`config.mk`:
```
export PLATFORM = sky130hd
export DESIGN_NAME = bol_burst_order_and_latency
export DESIGN_NICKNAME = d
export VERILOG_FILES = /design/src/hw/bol_pkg.sv /design/src/hw/bol_burst_order_and_latency.sv
export SDC_FILE = /design/constraint.sdc
export NUM_CORES = 1
export LEC_CHECK = 0
export BUFFER_PORTS_ARGS = -buffer_cell sky130_fd_sc_hd__buf_4
export CAP_MARGIN = 20
export CORE_UTILIZATION = 35
export DETAILED_ROUTE_END_ITERATION = 8
export GPL_TIMING_DRIVEN = 0
export HOLD_SLACK_MARGIN = 0.15
export PLACE_DENSITY = 0.56
export SLEW_MARGIN = 30
export SYNTH_ARGS = -nofsm -noshare
export SYNTH_HDL_FRONTEND = slang
export SYNTH_SLANG_ARGS = --single-unit
```
`constraint.sdc`:
```
create_clock -name i_clk -period 6.8 [get_ports i_clk]
set_input_delay 1.36 -clock i_clk [delete_from_list [all_inputs] [get_ports i_clk]]
set_output_delay 1.36 -clock i_clk [all_outputs]
set_load 0.02 [all_outputs]
```
`src/hw/bol_pkg.sv`:
```
// Constants for the burst order and latency block
package bol_pkg;
    localparam int ADDR_W = 32;
    // Configuration word layout
    localparam int LAT_MSB = 7;
    localparam int LAT_LSB = 4;
    localparam int FIXED_BIT = 3;
    localparam int HYBRID_BIT = 2;
    localparam int BLEN_MSB = 1;
    localparam int BLEN_LSB = 0;
    // Reset value: latency code 0010, fixed latency on, legacy wrap, 32 words
    localparam logic [15:0] CFG_RESET = 16'h8f2f;
    // Latency codes
    localparam logic [3:0] LAT_CODE_5 = 4'h0;
    localparam logic [3:0] LAT_CODE_6 = 4'h1;
    localparam logic [3:0] LAT_CODE_7 = 4'h2;
    localparam logic [3:0] LAT_CODE_3 = 4'he;
    localparam logic [3:0] LAT_CODE_4 = 4'hf;
    localparam logic [3:0] LAT_CLK_3 = 4'h3;
    localparam logic [3:0] LAT_CLK_4 = 4'h4;
    localparam logic [3:0] LAT_CLK_5 = 4'h5;
    localparam logic [3:0] LAT_CLK_6 = 4'h6;
    localparam logic [3:0] LAT_CLK_7 = 4'h7;
    // Burst length codes
    localparam logic [1:0] BLEN_128 = 2'h0;
    localparam logic [1:0] BLEN_64 = 2'h1;
    localparam logic [1:0] BLEN_16 = 2'h2;
    localparam logic [1:0] BLEN_32 = 2'h3;
    // Wrap masks in word-address units (x16 addressing: half the word count)
    localparam logic [ADDR_W-1:0] MASK_128 = 32'h0000003f;
    localparam logic [ADDR_W-1:0] MASK_64 = 32'h0000001f;
    localparam logic [ADDR_W-1:0] MASK_32 = 32'h0000000f;
    localparam logic [ADDR_W-1:0] MASK_16 = 32'h00000007;
    // AXI4-Lite register offsets
    localparam logic [7:0] REG_CFG = 8'h00;
    localparam logic [7:0] REG_STATUS = 8'h04;
    localparam logic [7:0] REG_REFRESH = 8'h08;
    localparam int ST_BUSY = 0;
    localparam int ST_DOUBLE = 1;
    localparam int ST_STROBE = 2;
    localparam logic [1:0] RESP_OKAY = 2'h0;
    localparam logic [1:0] RESP_SLVERR = 2'h2;
    typedef enum logic [1:0] {
        ST_IDLE = 2'b00,
        ST_CMD = 2'b01,
        ST_LAT = 2'b11,
        ST_DATA = 2'b10
    } bol_state_t;
endpackage

```
`src/hw/bol_burst_order_and_latency.sv`:
```
// Burst address sequencer and initial-latency signalling, link-clock sampled
`timescale 1ns/100ps
`default_nettype none
module bol_burst_order_and_latency
    import bol_pkg::*;
(
    input wire logic i_clk,                    // System clock, 125 MHz
    input wire logic i_reset_n,                // Async reset, active low
    input wire logic i_link_clk,               // Host interface clock pin
    input wire logic i_cs_n,                   // Chip select pin, active low
    input wire logic i_cmd_read,               // Command is a read
    input wire logic i_cmd_reg,                // Command targets register space
    input wire logic i_burst_type_bit,         // 1 linear, 0 wrapped
    input wire logic [ADDR_W-1:0] i_cmd_addr,  // Command start word address
    input wire logic [15:0] i_reg_wdata,       // Register write data word
    input wire logic i_refresh_pending,        // Distributed refresh needed
    output logic o_rw_data_strobe,             // Strobe output value
    output logic o_rw_data_strobe_oe,          // Strobe output enable
    output logic [ADDR_W-1:0] o_word_addr,     // Current burst word address
    output logic o_word_valid,                 // Word address advanced, pulse
    output logic o_latency_done,               // Initial latency elapsed, level
    output logic o_refresh_run,                // Array refresh may proceed
    output logic [15:0] o_config_reg_zero,     // Configuration word
    // AXI4-Lite slave
    input wire logic [7:0] s_axi_awaddr,       // Write address
    input wire logic s_axi_awvalid,            // Write address valid
    output logic s_axi_awready,                // Write address ready
    input wire logic [31:0] s_axi_wdata,       // Write data
    input wire logic [3:0] s_axi_wstrb,        // Write strobes
    input wire logic s_axi_wvalid,             // Write data valid
    output logic s_axi_wready,                 // Write data ready
    output logic [1:0] s_axi_bresp,            // Write response
    output logic s_axi_bvalid,                 // Write response valid
    input wire logic s_axi_bready,             // Write response ready
    input wire logic [7:0] s_axi_araddr,       // Read address
    input wire logic s_axi_arvalid,            // Read address valid
    output logic s_axi_arready,                // Read address ready
    output logic [31:0] s_axi_rdata,           // Read data
    output logic [1:0] s_axi_rresp,            // Read response
    output logic s_axi_rvalid,                 // Read data valid
    input wire logic s_axi_rready              // Read data ready
);

    // Three-stage sampling of the pins
    logic [2:0] clk_sync_ff;
    logic [2:0] cs_sync_ff;
    logic clk_stable_ff;
    logic cs_n_ff;
    logic clk_prev_ff;

    always_ff @(posedge i_clk or negedge i_reset_n) begin
        if (!i_reset_n) begin
            clk_sync_ff <= 3'h0;
            cs_sync_ff <= 3'h7;
        end else begin
            clk_sync_ff <= {clk_sync_ff[1:0], i_link_clk};
            cs_sync_ff <= {cs_sync_ff[1:0], i_cs_n};
        end
    end

    always_ff @(posedge i_clk or negedge i_reset_n) begin
        if (!i_reset_n) begin
            clk_stable_ff <= 1'b0;
            cs_n_ff <= 1'b1;
            clk_prev_ff <= 1'b0;
        end else begin
            if (clk_sync_ff[1] == clk_sync_ff[2]) begin
                clk_stable_ff <= clk_sync_ff[2];
            end
            if (cs_sync_ff[1] == cs_sync_ff[2]) begin
                cs_n_ff <= cs_sync_ff[2];
            end
            clk_prev_ff <= clk_stable_ff;
        end
    end

    wire link_edge = clk_stable_ff != clk_prev_ff;
    wire link_rise = clk_stable_ff && !clk_prev_ff;

    // Configuration word
    logic [15:0] cfg_ff;
    assign o_config_reg_zero = cfg_ff;
    wire fixed_lat = cfg_ff[FIXED_BIT];
    wire legacy_wrap = cfg_ff[HYBRID_BIT];

    logic [3:0] lat_clks;
    always_comb begin
        case (cfg_ff[LAT_MSB:LAT_LSB])
            LAT_CODE_5: lat_clks = LAT_CLK_5;
            LAT_CODE_6: lat_clks = LAT_CLK_6;
            LAT_CODE_7: lat_clks = LAT_CLK_7;
            LAT_CODE_3: lat_clks = LAT_CLK_3;
            LAT_CODE_4: lat_clks = LAT_CLK_4;
            default: lat_clks = LAT_CLK_7;
        endcase
    end

    logic [ADDR_W-1:0] wrap_mask;
    always_comb begin
        case (cfg_ff[BLEN_MSB:BLEN_LSB])
            BLEN_128: wrap_mask = MASK_128;
            BLEN_64: wrap_mask = MASK_64;
            BLEN_16: wrap_mask = MASK_16;
            BLEN_32: wrap_mask = MASK_32;
            default: wrap_mask = MASK_32;
        endcase
    end

    // Transaction sequencer
    bol_state_t state_ff;
    logic [ADDR_W-1:0] addr_ff;
    logic [ADDR_W-1:0] start_ff;
    logic [ADDR_W-1:0] mask_ff;
    logic linear_ff;
    logic legacy_ff;
    logic wrapped_ff;
    logic double_ff;
    logic regwr_ff;
    logic [4:0] lat_cnt_ff;
    logic strobe_ff;
    logic strobe_oe_ff;
    logic valid_ff;
    logic [15:0] regw_cap_ff;

    logic [ADDR_W-1:0] step_addr;
    logic nxt_wrapped;
    wire at_top = (addr_ff & mask_ff) == mask_ff;
    // Wrap ends on the word before the start; a start at the base ends at the top
    wire wrap_done = !linear_ff && !legacy_ff && (wrapped_ff || at_top) &&
        (((addr_ff + 32'h1) & mask_ff) == (start_ff & mask_ff));
    always_comb begin
        nxt_wrapped = wrapped_ff;
        if (linear_ff) begin
            step_addr = addr_ff + 32'h1;
        end else if ((addr_ff & mask_ff) == mask_ff) begin
            step_addr = addr_ff & ~mask_ff;
        end else begin
            step_addr = addr_ff + 32'h1;
        end
        if (wrap_done) begin
            // Wrap complete: continue after group end
            step_addr = (start_ff | mask_ff) + 32'h1;
            nxt_wrapped = 1'b0;
        end
        if (!linear_ff && (addr_ff & mask_ff) == mask_ff) begin
            nxt_wrapped = 1'b1;
        end
    end

    wire need_lat = !(i_cmd_reg && !i_cmd_read);
    wire want_double = fixed_lat || i_refresh_pending;

    always_ff @(posedge i_clk or negedge i_reset_n) begin
        if (!i_reset_n) begin
            state_ff <= ST_IDLE;
            addr_ff <= 32'h0;
            start_ff <= 32'h0;
            mask_ff <= 32'h0;
            linear_ff <= 1'b1;
            legacy_ff <= 1'b1;
            wrapped_ff <= 1'b0;
            double_ff <= 1'b0;
            regwr_ff <= 1'b0;
            lat_cnt_ff <= 5'h0;
            strobe_ff <= 1'b0;
            strobe_oe_ff <= 1'b0;
            valid_ff <= 1'b0;
        end else begin
            valid_ff <= 1'b0;
            if (cs_n_ff) begin
                // Chip select high ends any burst
                state_ff <= ST_IDLE;
                strobe_oe_ff <= 1'b0;
                strobe_ff <= 1'b0;
            end else begin
                case (state_ff)
                    ST_IDLE: begin
                        state_ff <= ST_CMD;
                        strobe_oe_ff <= 1'b1;
                        // Strobe level in command phase signals latency
                        strobe_ff <= want_double;
                    end
                    ST_CMD: begin
                        if (link_rise) begin
                            addr_ff <= i_cmd_addr;
                            start_ff <= i_cmd_addr;
                            mask_ff <= wrap_mask;
                            linear_ff <= i_burst_type_bit;
                            legacy_ff <= legacy_wrap;
                            wrapped_ff <= 1'b0;
                            regwr_ff <= !need_lat;
                            double_ff <= strobe_ff;
                            // One or two periods of the latency count
                            lat_cnt_ff <= strobe_ff ? {lat_clks, 1'b0} : {1'b0, lat_clks};
                            strobe_oe_ff <= 1'b0;
                            // Register write skips latency
                            state_ff <= need_lat ? ST_LAT : ST_DATA;
                        end
                    end
                    ST_LAT: begin
                        if (link_rise) begin
                            if (lat_cnt_ff <= 5'h1) begin
                                state_ff <= ST_DATA;
                            end
                            lat_cnt_ff <= lat_cnt_ff - 5'h1;
                        end
                    end
                    ST_DATA: begin
                        if (link_edge && !regwr_ff) begin
                            addr_ff <= step_addr;
                            wrapped_ff <= nxt_wrapped;
                            valid_ff <= 1'b1;
                            if (wrap_done) begin
                                // Rest of a hybrid burst runs linear
                                linear_ff <= 1'b1;
                            end
                        end
                    end
                    default: state_ff <= ST_IDLE;
                endcase
            end
        end
    end

    // Register write data capture; refresh not held off by it
    always_ff @(posedge i_clk or negedge i_reset_n) begin
        if (!i_reset_n) begin
            regw_cap_ff <= 16'h0;
        end else if (state_ff == ST_DATA && regwr_ff && link_rise && !cs_n_ff) begin
            regw_cap_ff <= i_reg_wdata;
        end
    end

    assign o_rw_data_strobe = strobe_ff;
    assign o_rw_data_strobe_oe = strobe_oe_ff;
    assign o_word_addr = addr_ff;
    assign o_word_valid = valid_ff;
    assign o_latency_done = (state_ff == ST_DATA);
    assign o_refresh_run = cs_n_ff || (state_ff == ST_DATA && regwr_ff);

    // AXI4-Lite slave
    logic aw_ok_ff;
    logic w_ok_ff;
    logic [7:0] awaddr_ff;
    logic [31:0] wdata_ff;
    logic [3:0] wstrb_ff;
    logic bvalid_ff;
    logic [1:0] bresp_ff;
    logic rvalid_ff;
    logic [31:0] rdata_ff;
    logic [1:0] rresp_ff;

    assign s_axi_awready = !aw_ok_ff && !bvalid_ff;
    assign s_axi_wready = !w_ok_ff && !bvalid_ff;
    assign s_axi_arready = !rvalid_ff;
    assign s_axi_bvalid = bvalid_ff;
    assign s_axi_bresp = bresp_ff;
    assign s_axi_rvalid = rvalid_ff;
    assign s_axi_rdata = rdata_ff;
    assign s_axi_rresp = rresp_ff;

    wire wr_go = aw_ok_ff && w_ok_ff;

    always_ff @(posedge i_clk or negedge i_reset_n) begin
        if (!i_reset_n) begin
            aw_ok_ff <= 1'b0;
            w_ok_ff <= 1'b0;
            awaddr_ff <= 8'h0;
            wdata_ff <= 32'h0;
            wstrb_ff <= 4'h0;
            bvalid_ff <= 1'b0;
            bresp_ff <= RESP_OKAY;
            cfg_ff <= CFG_RESET;
        end else begin
            if (s_axi_awvalid && s_axi_awready) begin
                aw_ok_ff <= 1'b1;
                awaddr_ff <= s_axi_awaddr;
            end
            if (s_axi_wvalid && s_axi_wready) begin
                w_ok_ff <= 1'b1;
                wdata_ff <= s_axi_wdata;
                wstrb_ff <= s_axi_wstrb;
            end
            if (wr_go) begin
                aw_ok_ff <= 1'b0;
                w_ok_ff <= 1'b0;
                bvalid_ff <= 1'b1;
                bresp_ff <= RESP_OKAY;
                if (awaddr_ff == REG_CFG) begin
                    if (wstrb_ff[0]) begin
                        cfg_ff[7:0] <= wdata_ff[7:0];
                    end
                    if (wstrb_ff[1]) begin
                        cfg_ff[15:8] <= wdata_ff[15:8];
                    end
                end else if (awaddr_ff != REG_STATUS && awaddr_ff != REG_REFRESH) begin
                    bresp_ff <= RESP_SLVERR;
                end
            end else if (bvalid_ff && s_axi_bready) begin
                bvalid_ff <= 1'b0;
            end
        end
    end

    always_ff @(posedge i_clk or negedge i_reset_n) begin
        if (!i_reset_n) begin
            rvalid_ff <= 1'b0;
            rdata_ff <= 32'h0;
            rresp_ff <= RESP_OKAY;
        end else if (s_axi_arvalid && s_axi_arready) begin
            rvalid_ff <= 1'b1;
            rresp_ff <= RESP_OKAY;
            case (s_axi_araddr)
                REG_CFG: rdata_ff <= {16'h0, cfg_ff};
                REG_STATUS: begin
                    rdata_ff <= 32'h0;
                    rdata_ff[ST_BUSY] <= !cs_n_ff;
                    rdata_ff[ST_DOUBLE] <= double_ff;
                    rdata_ff[ST_STROBE] <= strobe_ff;
                end
                REG_REFRESH: rdata_ff <= {16'h0, regw_cap_ff};
                default: begin
                    rdata_ff <= 32'h0;
                    rresp_ff <= RESP_SLVERR;
                end
            endcase
        end else if (rvalid_ff && s_axi_rready) begin
            rvalid_ff <= 1'b0;
        end
    end

endmodule
`default_nettype wire

```
# ---- Word level (Yosys, flattened, before mapping)
# Index checks and enable logic that the tools add are counted.
dict set report word_totals {
  ff_bits 218
  out_inout_bits 94
  elab_cells 170
  inputBits 113
}
dict set report op_classes {
  n_mux 46
  reduce_logical 56
  addsub 3
  eq_ne 26
  bitwise 7
  magnitude_cmp 1
}
# cell n
set ops {}
lappend ops {{32-bit two-way mux} 5}
lappend ops {{32-bit AND} 4}
lappend ops {{32-bit one-hot mux with 4 select lines} 1}
lappend ops {{32-bit by 1-bit adder with 32-bit output, second input constant} 2}
lappend ops {{32-bit == test} 2}
lappend ops {{32-bit one-hot mux with 2 select lines} 1}
lappend ops {{16-bit one-hot mux with 3 select lines} 1}
lappend ops {{32-bit NOT} 1}
lappend ops {{32-bit bitwise OR} 1}
lappend ops {{1-bit two-way mux} 22}
lappend ops {{1-bit logical AND} 19}
lappend ops {{8-bit zero test} 2}
lappend ops {{5-bit two-way mux} 3}
lappend ops {{2-bit two-way mux} 7}
lappend ops {{2-bit nonzero test} 7}
lappend ops {{3-bit one-hot mux with 4 select lines} 1}
lappend ops {{4-bit AND reduction} 3}
lappend ops {{1-bit zero test} 10}
lappend ops {{5-bit one-hot mux with 2 select lines} 1}
lappend ops {{5-bit AND reduction} 2}
lappend ops {{3-bit inequality test, second input constant} 3}
lappend ops {{3-bit AND reduction} 3}
lappend ops {{2-bit == test, second input constant} 4}
lappend ops {{4-bit == test, second input constant} 2}
lappend ops {{23 further kinds} 32}

# ---- Logic depth before layout (Yosys ltp)
dict set report depth {
  word_depth 9
  mapped_depth 12
  mapped_depth_nobuf 9
}

# ---- Least setup slack after synthesis
# OpenSTA, ideal clock, no wires.
dict set report synth_path {
  path_kind {register -> output}
  from {reg state_ff[0]}
  to {out o_refresh_run}
  n_path_buf 3
  required_ns 5.440
  arrival_time_ns 1.799
  slack_ns 3.641
  path_stages_with_launch 8
  cell_sequence {dfrtp_1 -> inv_1 -> ha_1 -> clkbuf_1 -> clkbuf_1 -> clkbuf_1 -> nand2_1 -> nand2_1}
}
dict set report synth_via {
  elab_chain_cells 3
}
# item line_no
set synth_lines {}
lappend synth_lines {{from (decl)} bol_burst_order_and_latency.sv:110} ;# bol_state_t state_ff;
lappend synth_lines {{from (signal assigned)} bol_burst_order_and_latency.sv:197} ;# state_ff <= need_lat ? ST_LAT : ST_DATA;
lappend synth_lines {{2-bit == test} n/a}
lappend synth_lines {{named net o_latency_done} bol_burst_order_and_latency.sv:21} ;# output logic o_latency_done,
lappend synth_lines {{1-bit logical AND} bol_burst_order_and_latency.sv:239} ;# assign o_refresh_run = cs_n_ff || (state_ff == ST_DATA && regwr_ff);
lappend synth_lines {{1-bit logical OR} bol_burst_order_and_latency.sv:239}
lappend synth_lines {{to (decl)} bol_burst_order_and_latency.sv:22} ;# output logic o_refresh_run,
# The timed path passes the listed nets, and every way through them passes these cells.

# ---- Worst setup path after layout
dict set report layout_path {
  from {reg state_ff[0]}
  to {out o_refresh_run}
}
dict set report layout_via {
  elab_chain_cells 3
}
# item line_no
set layout_lines {}
lappend layout_lines {{2-bit == test} bol_burst_order_and_latency.sv:239}
lappend layout_lines {{1-bit logical AND} bol_burst_order_and_latency.sv:239}
lappend layout_lines {{1-bit logical OR} bol_burst_order_and_latency.sv:239}
# No other way between the ends.

==> metrics <==
CTS Hold Bufs 0; clock sink total 172; Die X approximately 160 µm; DRC 0; RSZ-0062 raised after global routing no; detailed-route wire length ~28000 µm; CP Cell Sequence inv_1 -> ha_1 -> clkbuf_1 -> clkbuf_1 -> clkbuf_1 -> nand2_1 -> nand2_1 -> buf_4; Hold WS about 0.35 ns; Bufs and invs on worst path 5; non-filler cells, final about 1400; detailed router's first-iteration violation count 529; Unique masters post-synth 73; core area roughly 0.025 mm²; synthesized flop and latch total 172; number of CTS-inserted buffers 17; vias in the first global route approximately 7500; via count approximately 7600; Hold Crit Start clk_sync_ff[0]; critical path's slowest cell clkbuf_1; Final min period 4.29 ns; post-cts sizing count 0; Synth async-reset ratio between 90% and 100%; maximum clock rate approximately 230 MHz; root buffer cell clkbuf_16; top cell family by delay on the critical path buffers and inverters; final hold vios 0; Initial Util approximately 36%; Worst R2R Start state_ff[0]; Layout Utilization a little under half; Nets 1218; Final Slew Violations 0; boundary pin count approximately 210; H-tree Lvls 4; register area share after synthesis between 40% and 50%; flop-to-flop setup slack approximately 3.0 ns; MaxCap Viol Count 0; worst endpoint required time ~5.4 ns; Worst-path clk slew 0.08 ns; layout cells sized above 1 about a third; Slew @ Worst Pin about 0.91 ns; CTS Buffer Depth 2; most frequent cells in the layout buf_4 (190), dfrtp_1 (156), mux2_2 (94), nand2_1 (69), o21ai_0 (55); most frequent CP cell clkbuf_1; DP Worst Slack 2.94 ns; CP Launch Point state_ff[0]; relative slew slack between 30% and 40%; Fillers 2508; CTS tree done; largest stage delay on the critical path 0.56 ns; grt total ovfl 0; outcome complete, no violations; Routed Antenna Nets 0; first-pass GRT wire length ~43000 µm; Critical Path AT 2.93 ns; Mean Syn Cell Area 10.3 µm²; period utilization 63.1%; Critical Path Fanout Max 10; Hold/Removal Path Class register to register; Leakage ~0.0051 µW; post-DP HPWL a little over 20000 µm; final setup margin about 2.5 ns; Synth warnings 0; # placed instances ~1400; Layout area overhead 26.1%; maximum vdd drop about 0.00016 V; DRT Pass-1 Iters 5; initial antenna violation count 1; Clock Skew roughly 0.018 ns; DR vias/cell 5.27; FP Rows between 50 and 60; CP Class register to output port; largest net degree at the start of global routing 76; WL/cell slightly below 20 µm; Final setup viols 0; Cells after Synth just under 900; commonest non-fill, non-tap cell in the layout buf_4; GPL Wtd Cong between 0.9 and 1; Total Routing Usage GR a little over a fifth; Post-synth EDFFs 0; total die area about 0.027 mm²; # Post-CTS Setup Buffers 0; PwrDens around 420 mW/mm²; Die Ht 164 µm; ys flop type dfrtp_1; count of input and output buffers 169; Mapped Area a little over 0.009 mm²; Startpoint Class register; endpoint class of the critical path output port; Skew-Pair Late Insertion Delay around 0.45 ns; TNS Setup 0 ns
[routing by layer]
metal	track usage [%]	up-vias	share of wire, %
met4	6.44	0	2.1
met2	34.6	317	46
li1	-	3588	-
met1	27.3	3641	43
met3	6.92	39	9.7
met5	0	-	0
[sequential cells by signal, summed over array words and instances (netlist names), 2 cells and up]
register / flops
cs_sync_ff: 3
wdata_ff: 16
start_ff: 32
state_ff: 2
wstrb_ff: 2
regw_cap_ff: 16
lat_cnt_ff: 5
awaddr_ff: 8
o_word_addr: 32
s_axi_rdata: 16
clk_sync_ff: 3
mask_ff: 4
o_config_reg_zero: 16
[cell families (layout without fill, tap and decap cells)]
family          after synthesis  in the layout  synth area share, %
buf+inv                      85            288                 4.70
other cells                   1             19               0.0409
mux                         120            120                 14.4
simple gates                270            270                 14.9
fa+ha+maj                    11             11                 1.45
compound gates              176            176                 12.2
flops                       172            172                 47.2
xor+xnor                     54             54                 5.16
[area by class of cell]
class,instances,area (µm²),share of cell area [%]
Timing Repair Buffer,171,1330,11.5
Tap cell,330,413,3.57
Multi-Input combinational cell,649,4470,38.7
Clock inverter,14,148,1.28
Antenna cell,1,2.50,0.0217
Sequential cell,172,4320,37.4
Clock buffer,18,429,3.72
Buffer,62,344,2.98
Inverter,23,86.3,0.747
[stage by stage]
step,total power (µW),instance area (µm²)
2_1_floorplan,3100,9220
3_3_place_gp,3800,10900
3_5_place_dp,3840,11000
4_1_cts,4830,11500
5_1_grt,5110,11500
6_report,4810,11600
[path summary, 6_finish.rpt]
| check | endpoint | cells past startpoint |
|---|---|---|
| min in group asynchronous | o_word_addr[1] | 1 |
| worst max-delay path | o_refresh_run | 8 |
| worst min register to register | clk_sync_ff[1] | 0 |
| worst min-delay path | clk_sync_ff[1] | 0 |
| max in group asynchronous | o_config_reg_zero[11] | 2 |
| worst max register to register | o_word_addr[23] | 12 |
[cell usage after synthesis, types with 4 or more instances]
cell type | n | area (µm²)
nor2b_1 | 7 | 43.8
a22o_1 | 6 | 52.6
and4_1 | 7 | 61.3
a211oi_1 | 6 | 45.0
dfrtp_1 | 156 | 3900
nand4_1 | 14 | 87.6
or2_2 | 6 | 37.5
a21oi_1 | 45 | 225
or3_1 | 5 | 31.3
nor4_1 | 12 | 75.1
ha_1 | 9 | 113
mux2_2 | 94 | 1060
o21ai_0 | 55 | 275
mux2i_1 | 26 | 260
o31ai_1 | 5 | 37.5
xnor2_1 | 35 | 307
clkbuf_1 | 25 | 93.8
o22ai_1 | 4 | 25.0
o211ai_1 | 4 | 30.0
and3_1 | 17 | 106
inv_1 | 23 | 86.3
buf_2 | 10 | 50.1
a31oi_1 | 6 | 37.5
nor3_1 | 31 | 155
nor2_1 | 42 | 158
and2_1 | 10 | 62.6
nand2_1 | 69 | 259
dfstp_2 | 16 | 420
o21ai_1 | 6 | 30.0
buf_4 | 22 | 165
nand3_1 | 36 | 180
xor2_1 | 19 | 166
[where the power goes]
part / internal [µW] / switching [µW]
registers: 1420 / 423
clock network: 491 / 479
logic: 897 / 1090
total: 2810 / 1990
No activity file was read; power rests on OpenSTA's default activity.
